[config.mk]
export PLATFORM = sky130hd
export DESIGN_NAME = gfm_gpio_mapper
export DESIGN_NICKNAME = d
export VERILOG_FILES = /design/src/shared/gfm_pkg.sv /design/src/hw/gfm_pin_sync.sv /design/src/hw/gfm_gpio_mapper.sv
export SDC_FILE = /design/constraint.sdc
export NUM_CORES = 1
export LEC_CHECK = 0
export ABC_AREA = 1
export BUFFER_PORTS_ARGS = -buffer_cell sky130_fd_sc_hd__buf_2
export CORE_UTILIZATION = 29
export CTS_CLUSTER_SIZE = 16
export DETAILED_ROUTE_END_ITERATION = 16
export GPL_ROUTABILITY_DRIVEN = 0
export PLACE_DENSITY = 0.57
export SLEW_MARGIN = 20
export SYNTH_ARGS = -nofsm -noshare
export SYNTH_HDL_FRONTEND = slang
export SYNTH_SLANG_ARGS = --single-unit
[constraint.sdc]
create_clock -name hclk -period 2.2 [get_ports hclk]
set_input_delay 0.22 -clock hclk [delete_from_list [all_inputs] [get_ports hclk]]
set_output_delay 0.22 -clock hclk [all_outputs]
set_load 0.005 [all_outputs]
[src/shared/gfm_pkg.sv]
// Overview of operation
// - Direction enables gate input and output use.
// - Channel functions act on selected channels.
// - Mapped pin disables matching software trigger, except the unlock key.
// - Boot samples pin level once, then edges.
// - Code 0010 falling edge dumps faults.
// - Code 0011 edges toggle current output power.
// - Code 0100 edges toggle voltage output power.
// - Code 0101 falling edge triggers protection.
// - Code 0111 falling edge clears outputs.
// - Code 1000 falling edge loads synchronous channels.
// - Code 1001 rise starts, fall stops waveforms.
// - Code 1010 rise margin high, fall low.
// - Code 1011 low pulse resets if stored.
// - Code 1100 fall allows, rise blocks programming.
// - Code 1101 falling edge re-enables register writes.
// - Code 1101 rise blocks writes except unlock, reset.
// - Output codes select busy or window status.
package gfm_pkg;
   localparam int NCH = 2;
   // Register byte addresses.
   localparam logic [7:0] CONFIG_OFS = 8'h00;
   localparam logic [7:0] CHAN_OFS = 8'h04;
   localparam logic [7:0] TRIG_OFS = 8'h08;
   localparam logic [7:0] STATUS_OFS = 8'h0C;
   // Pin configuration register layout, bits 15..0.
   typedef struct packed {
      logic nvm_stored;
      logic rsv;
      logic output_direction_enable;
      logic [3:0] output_status_code;
      logic [3:0] input_channel_select;
      logic [3:0] input_function_code;
      logic input_direction_enable;
   } gfm_cfg_t;
   localparam gfm_cfg_t CFG_RESET = '0;
   // Channel configuration register fields.
   localparam int CH_SYNC_LSB = 0;
   localparam int CH_VPDM_LSB = 2;
   localparam int CH_IPD_LSB = 6;
   localparam int CH_VPD_LSB = 8;
   localparam int CH_NVM_BIT = 10;
   localparam int CH_LOCK_BIT = 11;
   // Software trigger register fields.
   localparam int TR_FDUMP_BIT = 0;
   localparam int TR_PROT_BIT = 1;
   localparam int TR_CLR_BIT = 2;
   localparam int TR_LOAD_BIT = 3;
   localparam int TR_START_LSB = 4;
   localparam int TR_MHI_LSB = 6;
   localparam int TR_MLO_LSB = 8;
   localparam int TR_STOP_LSB = 10;
   localparam int TR_UNLOCK_LSB = 12;
   localparam int TR_RESET_LSB = 16;
   localparam logic [3:0] UNLOCK_KEY = 4'hA;
   localparam logic [3:0] RESET_KEY = 4'hA;
   // Input function codes.
   localparam logic [3:0] IN_FAULT_DUMP = 4'h2;
   localparam logic [3:0] IN_CURRENT_OUTPUT_PD = 4'h3;
   localparam logic [3:0] IN_VOLTAGE_OUTPUT_PD = 4'h4;
   localparam logic [3:0] IN_PROTECT = 4'h5;
   localparam logic [3:0] IN_CLEAR = 4'h7;
   localparam logic [3:0] IN_SYNC_LOAD = 4'h8;
   localparam logic [3:0] IN_FUNC_GEN = 4'h9;
   localparam logic [3:0] IN_MARGIN = 4'hA;
   localparam logic [3:0] IN_RESET = 4'hB;
   localparam logic [3:0] IN_NVM_GATE = 4'hC;
   localparam logic [3:0] IN_WRITE_LOCK = 4'hD;
   // Output status codes.
   localparam logic [3:0] OUT_NONVOLATILE_BUSY_FLAG = 4'h1;
   localparam logic [3:0] OUT_CH1_BUSY = 4'h4;
   localparam logic [3:0] OUT_CH0_BUSY = 4'h7;
   localparam logic [3:0] OUT_CH1_WIN = 4'h8;
   localparam logic [3:0] OUT_CH0_WIN = 4'hB;
   // Pin synchroniser settle time before the boot sample.
   localparam logic [1:0] BOOT_SETTLE = 2'h2;
   // One-cycle action pulses towards the converter core.
   typedef struct packed {
      logic fault_dump;
      logic protect;
      logic output_clear_action;
      logic device_reset;
      logic [NCH-1:0] synchronous_load;
      logic [NCH-1:0] margin_high;
      logic [NCH-1:0] margin_low;
   } gfm_act_t;
endpackage : gfm_pkg

[src/hw/gfm_pin_sync.sv]
`timescale 1ns/100ps
module gfm_pin_sync #(
   parameter int STAGES = 2
) (
   input wire logic hclk,
   input wire logic hresetn,
   input wire logic pin_in,
   output logic level,
   output logic boot,
   output logic boot_done,
   output logic rise,
   output logic fall
);
   import gfm_pkg::*;
   logic [STAGES-1:0] chain;
   logic [1:0] settle;
   // Synchroniser chain; only the last stage is looked at.
   always_ff @(posedge hclk or negedge hresetn) begin
      if (!hresetn) begin
         chain <= '0;
      end else begin
         chain <= {chain[STAGES-2:0], pin_in};
      end
   end
   always_ff @(posedge hclk or negedge hresetn) begin
      if (!hresetn) begin
         level <= 1'b0;
      end else begin
         level <= chain[STAGES-1];
      end
   end
   always_ff @(posedge hclk or negedge hresetn) begin
      if (!hresetn) begin
         settle <= 2'h0;
         boot <= 1'b0;
         boot_done <= 1'b0;
      end else begin
         boot <= 1'b0;
         if (!boot_done) begin
            settle <= settle + 2'h1;
            if (settle == BOOT_SETTLE) begin
               boot <= 1'b1;
               boot_done <= 1'b1;
            end
         end
      end
   end
   always_comb begin
      rise = boot_done && !boot && !level && chain[STAGES-1];
      fall = boot_done && !boot && level && !chain[STAGES-1];
   end
endmodule : gfm_pin_sync

[src/hw/gfm_gpio_mapper.sv]
// The register addresses and the AHB-Lite slave port are this design's own decisions.
`timescale 1ns/100ps
module gfm_gpio_mapper (
   input wire logic hclk,
   input wire logic hresetn,
   input wire logic hsel,
   input wire logic [31:0] haddr,
   input wire logic [1:0] htrans,
   input wire logic hwrite,
   input wire logic [2:0] hsize,
   input wire logic [31:0] hwdata,
   input wire logic hready,
   output logic hreadyout,
   output logic hresp,
   output logic [31:0] hrdata,
   input wire logic gpio_in,
   output logic gpio_out,
   output logic gpio_oe,
   input wire logic nonvolatile_busy_flag,
   input wire logic [gfm_pkg::NCH-1:0] dac_busy,
   input wire logic channel_one_window_result,
   input wire logic channel_zero_window_result,
   output gfm_pkg::gfm_act_t act,
   output logic [gfm_pkg::NCH-1:0] current_output_powerdown,
   output logic [gfm_pkg::NCH-1:0] voltage_output_powerdown,
   output logic [2*gfm_pkg::NCH-1:0] voltage_powerdown_mode,
   output logic [gfm_pkg::NCH-1:0] func_gen_run,
   output logic nvm_program_enable,
   output logic register_write_lock
);
   import gfm_pkg::*;
   gfm_cfg_t cfg;
   logic [NCH-1:0] sync_config;
   logic dp_wr;
   logic dp_rd;
   logic [7:0] dp_addr;
   logic ap_take;
   logic pin_level;
   logic boot;
   logic boot_done;
   logic pin_rise;
   logic pin_fall;
   logic ev_rise;
   logic ev_fall;
   logic [NCH-1:0] chsel;
   logic [3:0] code;
   logic wr_cfg;
   logic wr_chan;
   logic wr_trig;
   logic unlock_wr;
   logic [NCH-1:0] sw_start;
   logic [NCH-1:0] sw_stop;
   gfm_act_t next_act;
   logic next_gpio_out;
   logic [31:0] next_rdata;

   gfm_pin_sync #(
      .STAGES(2)
   ) u_sync (
      .hclk(hclk),
      .hresetn(hresetn),
      .pin_in(gpio_in),
      .level(pin_level),
      .boot(boot),
      .boot_done(boot_done),
      .rise(pin_rise),
      .fall(pin_fall)
   );

   always_comb begin
      ev_rise = cfg.input_direction_enable && (pin_rise || (boot && pin_level));
      ev_fall = cfg.input_direction_enable && (pin_fall || (boot && !pin_level));
      chsel = cfg.input_channel_select[NCH-1:0];
      code = cfg.input_direction_enable ? cfg.input_function_code : 4'h0;
   end

   // Bus address phase and read wait state.
   always_comb begin
      ap_take = hsel && htrans[1] && hready;
   end
   always_ff @(posedge hclk or negedge hresetn) begin
      if (!hresetn) begin
         dp_wr <= 1'b0;
         dp_rd <= 1'b0;
         dp_addr <= 8'h00;
      end else begin
         dp_wr <= ap_take && hwrite;
         dp_rd <= ap_take && !hwrite;
         if (ap_take) begin
            dp_addr <= {haddr[7:2], 2'b00};
         end
      end
   end
   always_ff @(posedge hclk or negedge hresetn) begin
      if (!hresetn) begin
         hreadyout <= 1'b1;
         hresp <= 1'b0;
         hrdata <= 32'h0000_0000;
      end else begin
         hreadyout <= !(ap_take && !hwrite);
         hresp <= 1'b0;
         if (dp_rd) begin
            hrdata <= next_rdata;
         end
      end
   end

   always_comb begin
      wr_cfg = dp_wr && (dp_addr == CONFIG_OFS) && !register_write_lock;
      wr_chan = dp_wr && (dp_addr == CHAN_OFS) && !register_write_lock;
      wr_trig = dp_wr && (dp_addr == TRIG_OFS) && !register_write_lock;
      unlock_wr = dp_wr && (dp_addr == TRIG_OFS) && (hwdata[TR_UNLOCK_LSB +: 4] == UNLOCK_KEY);
      sw_start = wr_trig ? hwdata[TR_START_LSB +: NCH] : '0;
      sw_stop = wr_trig ? hwdata[TR_STOP_LSB +: NCH] : '0;
   end

   always_comb begin
      next_rdata = 32'h0000_0000;
      unique case (dp_addr)
         CONFIG_OFS: next_rdata = {16'h0000, cfg};
         CHAN_OFS: begin
            next_rdata[CH_SYNC_LSB +: NCH] = sync_config;
            next_rdata[CH_VPDM_LSB +: 2*NCH] = voltage_powerdown_mode;
            next_rdata[CH_IPD_LSB +: NCH] = current_output_powerdown;
            next_rdata[CH_VPD_LSB +: NCH] = voltage_output_powerdown;
            next_rdata[CH_NVM_BIT] = nvm_program_enable;
            next_rdata[CH_LOCK_BIT] = register_write_lock;
         end
         STATUS_OFS: next_rdata = {22'h000000, register_write_lock, nvm_program_enable, func_gen_run,
                                   voltage_output_powerdown, current_output_powerdown, boot_done, pin_level};
         default: next_rdata = 32'h0000_0000;
      endcase
   end

   always_ff @(posedge hclk or negedge hresetn) begin
      if (!hresetn) begin
         cfg <= CFG_RESET;
      end else if (wr_cfg) begin
         cfg <= hwdata[15:0];
      end
   end

   always_ff @(posedge hclk or negedge hresetn) begin
      if (!hresetn) begin
         sync_config <= '0;
         voltage_powerdown_mode <= '0;
      end else if (wr_chan) begin
         sync_config <= hwdata[CH_SYNC_LSB +: NCH];
         voltage_powerdown_mode <= hwdata[CH_VPDM_LSB +: 2*NCH];
      end
   end

   // Current output power state.
   always_ff @(posedge hclk or negedge hresetn) begin
      if (!hresetn) begin
         current_output_powerdown <= '0;
      end else if (code == IN_CURRENT_OUTPUT_PD) begin
         if (ev_fall) begin
            current_output_powerdown <= current_output_powerdown | chsel;
         end else if (ev_rise) begin
            current_output_powerdown <= current_output_powerdown & ~chsel;
         end
      end else if (wr_chan) begin
         current_output_powerdown <= hwdata[CH_IPD_LSB +: NCH];
      end
   end

   // Voltage output power state.
   always_ff @(posedge hclk or negedge hresetn) begin
      if (!hresetn) begin
         voltage_output_powerdown <= '0;
      end else if (code == IN_VOLTAGE_OUTPUT_PD) begin
         if (ev_fall) begin
            voltage_output_powerdown <= voltage_output_powerdown | chsel;
         end else if (ev_rise) begin
            voltage_output_powerdown <= voltage_output_powerdown & ~chsel;
         end
      end else if (wr_chan) begin
         voltage_output_powerdown <= hwdata[CH_VPD_LSB +: NCH];
      end
   end

   // Waveform generator run state.
   always_ff @(posedge hclk or negedge hresetn) begin
      if (!hresetn) begin
         func_gen_run <= '0;
      end else if (code == IN_FUNC_GEN) begin
         if (ev_rise) begin
            func_gen_run <= func_gen_run | chsel;
         end else if (ev_fall) begin
            func_gen_run <= func_gen_run & ~chsel;
         end
      end else begin
         func_gen_run <= (func_gen_run & ~sw_stop) | sw_start;
      end
   end

   // Programming permission.
   always_ff @(posedge hclk or negedge hresetn) begin
      if (!hresetn) begin
         nvm_program_enable <= 1'b0;
      end else if (code == IN_NVM_GATE) begin
         if (ev_fall) begin
            nvm_program_enable <= 1'b1;
         end else if (ev_rise) begin
            nvm_program_enable <= 1'b0;
         end
      end else if (wr_chan) begin
         nvm_program_enable <= hwdata[CH_NVM_BIT];
      end
   end

   // Register write lock; a locking event wins over a same-cycle unlock.
   always_ff @(posedge hclk or negedge hresetn) begin
      if (!hresetn) begin
         register_write_lock <= 1'b0;
      end else if (code == IN_WRITE_LOCK) begin
         if (ev_rise) begin
            register_write_lock <= 1'b1;
         end else if (ev_fall || unlock_wr) begin
            register_write_lock <= 1'b0;
         end
      end else if (wr_chan && hwdata[CH_LOCK_BIT]) begin
         register_write_lock <= 1'b1;
      end else if (unlock_wr) begin
         register_write_lock <= 1'b0;
      end
   end

   // Action pulses; software triggers pass only when the pin does not own them.
   always_comb begin
      next_act = '0;
      if (wr_trig) begin
         next_act.fault_dump = hwdata[TR_FDUMP_BIT] && (code != IN_FAULT_DUMP);
         next_act.protect = hwdata[TR_PROT_BIT] && (code != IN_PROTECT);
         next_act.output_clear_action = hwdata[TR_CLR_BIT] && (code != IN_CLEAR);
         if (code != IN_SYNC_LOAD) begin
            next_act.synchronous_load = hwdata[TR_LOAD_BIT] ? sync_config : '0;
         end
         if (code != IN_MARGIN) begin
            next_act.margin_high = hwdata[TR_MHI_LSB +: NCH];
            next_act.margin_low = hwdata[TR_MLO_LSB +: NCH];
         end
      end
      if (dp_wr && (dp_addr == TRIG_OFS) && (hwdata[TR_RESET_LSB +: 4] == RESET_KEY) && (code != IN_RESET)) begin
         next_act.device_reset = 1'b1;
      end
      unique case (code)
         IN_FAULT_DUMP: next_act.fault_dump = ev_fall;
         IN_PROTECT: next_act.protect = ev_fall;
         IN_CLEAR: next_act.output_clear_action = ev_fall;
         IN_SYNC_LOAD: next_act.synchronous_load = ev_fall ? (chsel & sync_config) : '0;
         IN_MARGIN: begin
            next_act.margin_high = ev_rise ? chsel : '0;
            next_act.margin_low = ev_fall ? chsel : '0;
         end
         IN_RESET: next_act.device_reset = pin_fall && cfg.nvm_stored;
         default: ;
      endcase
   end

   always_ff @(posedge hclk or negedge hresetn) begin
      if (!hresetn) begin
         act <= '0;
      end else begin
         act <= next_act;
      end
   end

   always_comb begin
      unique case (cfg.output_status_code)
         OUT_NONVOLATILE_BUSY_FLAG: next_gpio_out = nonvolatile_busy_flag;
         OUT_CH1_BUSY: next_gpio_out = dac_busy[1];
         OUT_CH0_BUSY: next_gpio_out = dac_busy[0];
         OUT_CH1_WIN: next_gpio_out = channel_one_window_result;
         OUT_CH0_WIN: next_gpio_out = channel_zero_window_result;
         default: next_gpio_out = 1'b0;
      endcase
   end

   always_ff @(posedge hclk or negedge hresetn) begin
      if (!hresetn) begin
         gpio_out <= 1'b0;
         gpio_oe <= 1'b0;
      end else begin
         gpio_out <= cfg.output_direction_enable && !cfg.input_direction_enable && next_gpio_out;
         gpio_oe <= cfg.output_direction_enable && !cfg.input_direction_enable;
      end
   end
endmodule : gfm_gpio_mapper

Yosys cells after proc, flatten, opt, wreduce, memory -nomap -nowiden
Index checks and enable logic that the tools add are counted.
{ "classes": {"addsub": 1, "n_eq_ne": 33, "muxes": 44, "bitwise_logic": 11, "n_reduce_logical": 48} }
{ "op_table": {"columns": ["op", "n"], "rows": [
  ["$eq 4x4->1 const B", 10],
  ["$mux 2", 19],
  ["$pmux 12 s3", 1],
  ["$logic_and 1x1->1", 29],
  ["$eq 4x3->1 const B", 5],
  ["$mux 1", 17],
  ["$mux 4", 4],
  ["$eq 6x2->1 const B", 2],
  ["$ne 3x3->1 const B", 4],
  ["$ne 4x4->1 const B", 3],
  ["$and 2x2->2", 5],
  ["$eq 4x2->1 const B", 2],
  ["$logic_not 8->1", 1],
  ["$ne 4x3->1 const B", 2],
  ["$or 2x2->2", 4],
  ["$reduce_and 2->1", 4],
  ["$logic_not 1->1", 7],
  ["$eq 6x1->1 const B", 1],
  ["$mux 6", 1],
  ["$reduce_bool 2->1", 3],
  ["$pmux 1 s5", 1],
  ["$eq 4x1->1 const B", 1],
  ["$ne 4x2->1 const B", 1],
  ["$not 2->2", 2],
  ["6 further kinds", 8]
]} }
{ "totals": {"ff_bits": 90, "inputBits": 80, "output_inout_bits": 58, "word_cells": 170} }

Logic depth before layout (Yosys ltp)
{ "logic_depth": {"word_depth": 10, "mapped_depth": 12, "mapped_depth_nobuf": 11} }

By module
From an unflattened synthesis, not the netlist that was laid out.
{ "hier_totals": {"hier_cells": 469, "hier_area_um2": 3684.8} }
{ "by_module_without_submodules": {"columns": ["mod", "instances", "cells_per_inst", "area_each_um2", "seq_area_each_um2"], "rows": [
  ["gfm_gpio_mapper", 1, 443, 3428.3, 1677.9],
  ["gfm_pin_sync", 1, 26, 256.5, 175.2]
]} }

Worst setup path after synthesis
No wires, ideal clock.
{ "synth_path": {"kind": "reg2reg", "from": "register register_write_lock", "to": "register (tool-made name)", "setup_time_ns": 0.117, "arrival_time_ns": 1.159, "path_slack_ns": 0.924, "stages_incl_launch_ff": 8, "path_buffers": 1, "period_less_slack_ns": 1.276, "cell_sequence": "dfrtp_1 nor2_1 nand3_1 buf_4 nand2_2 nand3_1 nand2_1 nand2_1"} }
{ "synth_lines": {"columns": ["element", "line_no", "text"], "rows": [
  ["start: declaration", "gfm_gpio_mapper.sv:29", "output logic register_write_lock"],
  ["start signal: assignment", "gfm_gpio_mapper.sv:216", "register_write_lock <= 1'b0;"],
  ["start signal: assignment", "gfm_gpio_mapper.sv:219", "register_write_lock <= 1'b1;"],
  ["start signal: assignment", "gfm_gpio_mapper.sv:221", "register_write_lock <= 1'b0;"]
]} }

==> impl_metrics.tcl <==
set metrics [dict create \
    initial_core_util_pct 29.66 \
    first_iter_violations 288 \
    hold_path.startpoint "hwrite" \
    path_class "reg -> reg" \
    synth_top_area_cell "dfrtp_1" \
    critPathMaxStageDelay_ns 0.52 \
    drtPass1Iterations 5 \
    clkPwrFrac_pct 40.1 \
    comb_power_share_pct 13.0 \
    multi_input_area_sq_um 1525 \
    ant_nets 0 \
    hold_ws_ns 0.06213 \
    fin_crit_ns 1.847 \
    design.die.area_sq_um 13310 \
    cts_sinks 74 \
    vdd_drop_max_mv 0.4425 \
    cp_data_arrival_time_ns 2.07 \
    yosys.cell_types.count 34 \
    critPathBufInv 2 \
    cts_tree "yes" \
    ys_seq_elements 74 \
    ys_warn_count 0 \
    fin_crit_sh_pct 83.97 \
    cts_setup_buffers 0 \
    hold_viol_final 0 \
    viasPerCell 4.424 \
    crit_path_start_kind "flip-flop" \
    layout_commonest_cell "nand2_1" \
    num_antenna_cells 0 \
    path_cells "nor2_1 -> buf_4 -> nand3_1 -> clkinv_1 -> nand2_1 -> nand2_1 -> nand2_1 -> nand2_1" \
    layout_setup_ws_ns 0.3528 \
    yosysSeqAreaShare_pct 49.71 \
    antenna_found_initial 0 \
    intPower_mw 2.551 \
    grt.overflow.total 0 \
    r2r-start "register_write_lock" \
    status "finished, final reports clean" \
    avgSynthCellArea_sq_um 8.050 \
    slowest_stage "dfrtp_1" \
    p_sw_share_pct 26.22 \
    setup_tns_ns 0 \
    p_leak_nw 2.457 \
    port_buffers 78 \
    ioPinCount 138 \
    critPathRequiredTime_ns 2.42 \
    first_global_vias 3006 \
    p_per_area_nw_per_um2 759.3 \
    core_sq_um 12570 \
    reg2reg_depth 8 \
    regArea_sq_um 1853 \
    drive_above_1_share_pct 23.42 \
    row_count 41 \
    clockBufferDepth 2 \
    finalClockSkew_ns 0.006745 \
    postCtsHoldBufs 2 \
    numCtsBuffers 9 \
    setup_viol 0 \
    place_hpwl_mm 7.324 \
    rsz0062_at_grt "no" \
    r2r_slack_ns 0.35 \
    crit_path_end_kind "flip-flop" \
    grt_pass1_wl_mm 15.53 \
    fin_util_pct 36.23 \
    fillCellCount 1307 \
    grt_max_degree 75 \
    insertion_delay_ns 0.33 \
    cts_resized 0 \
    die_x_um 115.4 \
    netlist.area_leader.share_pct 49.01 \
    switchingPower_mw 0.9064 \
    place_ws_ns 0.3592 \
    drv_cap 0 \
    syn2layout_area_growth_pct 22.16 \
    dpl.cell_count 709 \
    die_h_um 115.4 \
    worst_slew_pin_slew_ns 0.5862 \
    layout_common_cells "nand2_1 (163), buf_2 (77), dfrtp_1 (73), inv_1 (45), nand3_1 (36)" \
    path_clk_slew_ns 0.05 \
    yosys-top-cells-area "dfrtp_1 (49%), nand2_1 (16%), nand3_1 (4.8%)" \
    wl_per_cell_um 13.45 \
    wirelength_mm 9.778 \
    fin_cells 727 \
    hold_path.class "in -> reg" \
    critPathMaxFanout 7 \
    nets 631 \
    vias 3216 \
    synth_area_sq_um 3727 \
    critPathTopFamily "simple AND/OR/NAND/NOR gates" \
    min_path_cells 2 \
    seq_power_share_pct 46.9 \
    max_slew_margin_pct 60.78 \
    grt_usage_pct 15.64 \
    crit_path_frequent_cell "nand2_1" \
    fmax_mhz 541.4 \
    min_to "dp_rd" \
    drc 0 \
    syn-instance-count 463 \
    slew_viol_final 0 \
    cts-root-buf "clkbuf_16" \
    h-tree-depth 3 \
]
-- cell families after synthesis --
logic type | count (synthesis) | synth area share [%]
mux | 4 | 1.208
buf+inv | 80 | 10.98
flops | 74 | 49.71
fa+ha+maj | 1 | 0.3356
simple gates | 252 | 30.01
xor+xnor | 1 | 0.2350
compound gates | 50 | 7.419
other cells | 1 | 0.1006
-- state kept, by name (all words and copies together), names as in the netlist, 2 cells and up, named ones only --
register,cells
cfg,16
hrdata,16
act,10
dp_addr,6
voltage_powerdown_mode,4
sync_config,2
u_sync.chain,2
u_sync.settle,2
-- how the worst max path moves through the flow --
stage                        start   endpoint  slack, ns  cells after the start
6_report       register_write_lock  flip-flop       0.35                      8
5_1_grt        register_write_lock  flip-flop       0.24                      8
4_1_cts        register_write_lock  flip-flop       0.35                      8
3_5_place_dp   register_write_lock  flip-flop       0.36                      8
3_3_place_gp   register_write_lock  flip-flop       0.39                      8
2_1_floorplan  register_write_lock  flip-flop       0.92                      7
-- per-stage QoR --
stage	power, mW	instance area, sq um
floorplan	1.871	3787
global placement	2.080	4253
detailed placement	2.092	4253
CTS	3.505	4553
global route	3.638	4553
finish	3.457	4553
-- layer usage --
| metal | part of all wire (%) | vias up | track usage [%] |
|---|---|---|---|
| met2 | 45 | 106 | 24.47 |
| met1 | 47 | 1491 | 20.25 |
| met5 | 0 | - | 0 |
| met4 | 2.0 | 0 | 6.061 |
| li1 | - | 1603 | - |
| met3 | 6.2 | 16 | 4.692 |
-- synthesized netlist by cell type, drive strengths merged --
cell type	number
nor3	1
o22ai	2
inv	51
a21oi	10
buf	25
nand4	4
conb	1
dfrtp	73
clkbuf	2
clkinv	2
a21boi	1
ha	1
mux2	4
o31ai	2
o211ai	5
nand3b	1
nand3	38
o21ai	30
xnor2	1
dfstp	1
nand2	171
nor2	37
-- layout make-up --
| cell class | instances | share of cell area [%] |
|---|---|---|
| repair buffers | 87 | 10.50 |
| clock buffers | 13 | 5.276 |
| inverters | 53 | 4.424 |
| well taps | 172 | 4.727 |
| multi-input cells | 325 | 33.50 |
| clock inverters | 3 | 0.8794 |
| flip-flops and latches | 74 | 40.70 |
-- power groups by stage --
stage | clock network (mW) | registers (mW) | logic [mW]
final | 1.39 | 1.62 | 0.450
after global routing | 1.48 | 1.64 | 0.518
after CTS | 1.43 | 1.62 | 0.454
after detailed placement | 0 | 1.64 | 0.449
after global placement | 0 | 1.64 | 0.443
after floorplan | 0 | 1.61 | 0.263
(Power assumes the default switching activity.)
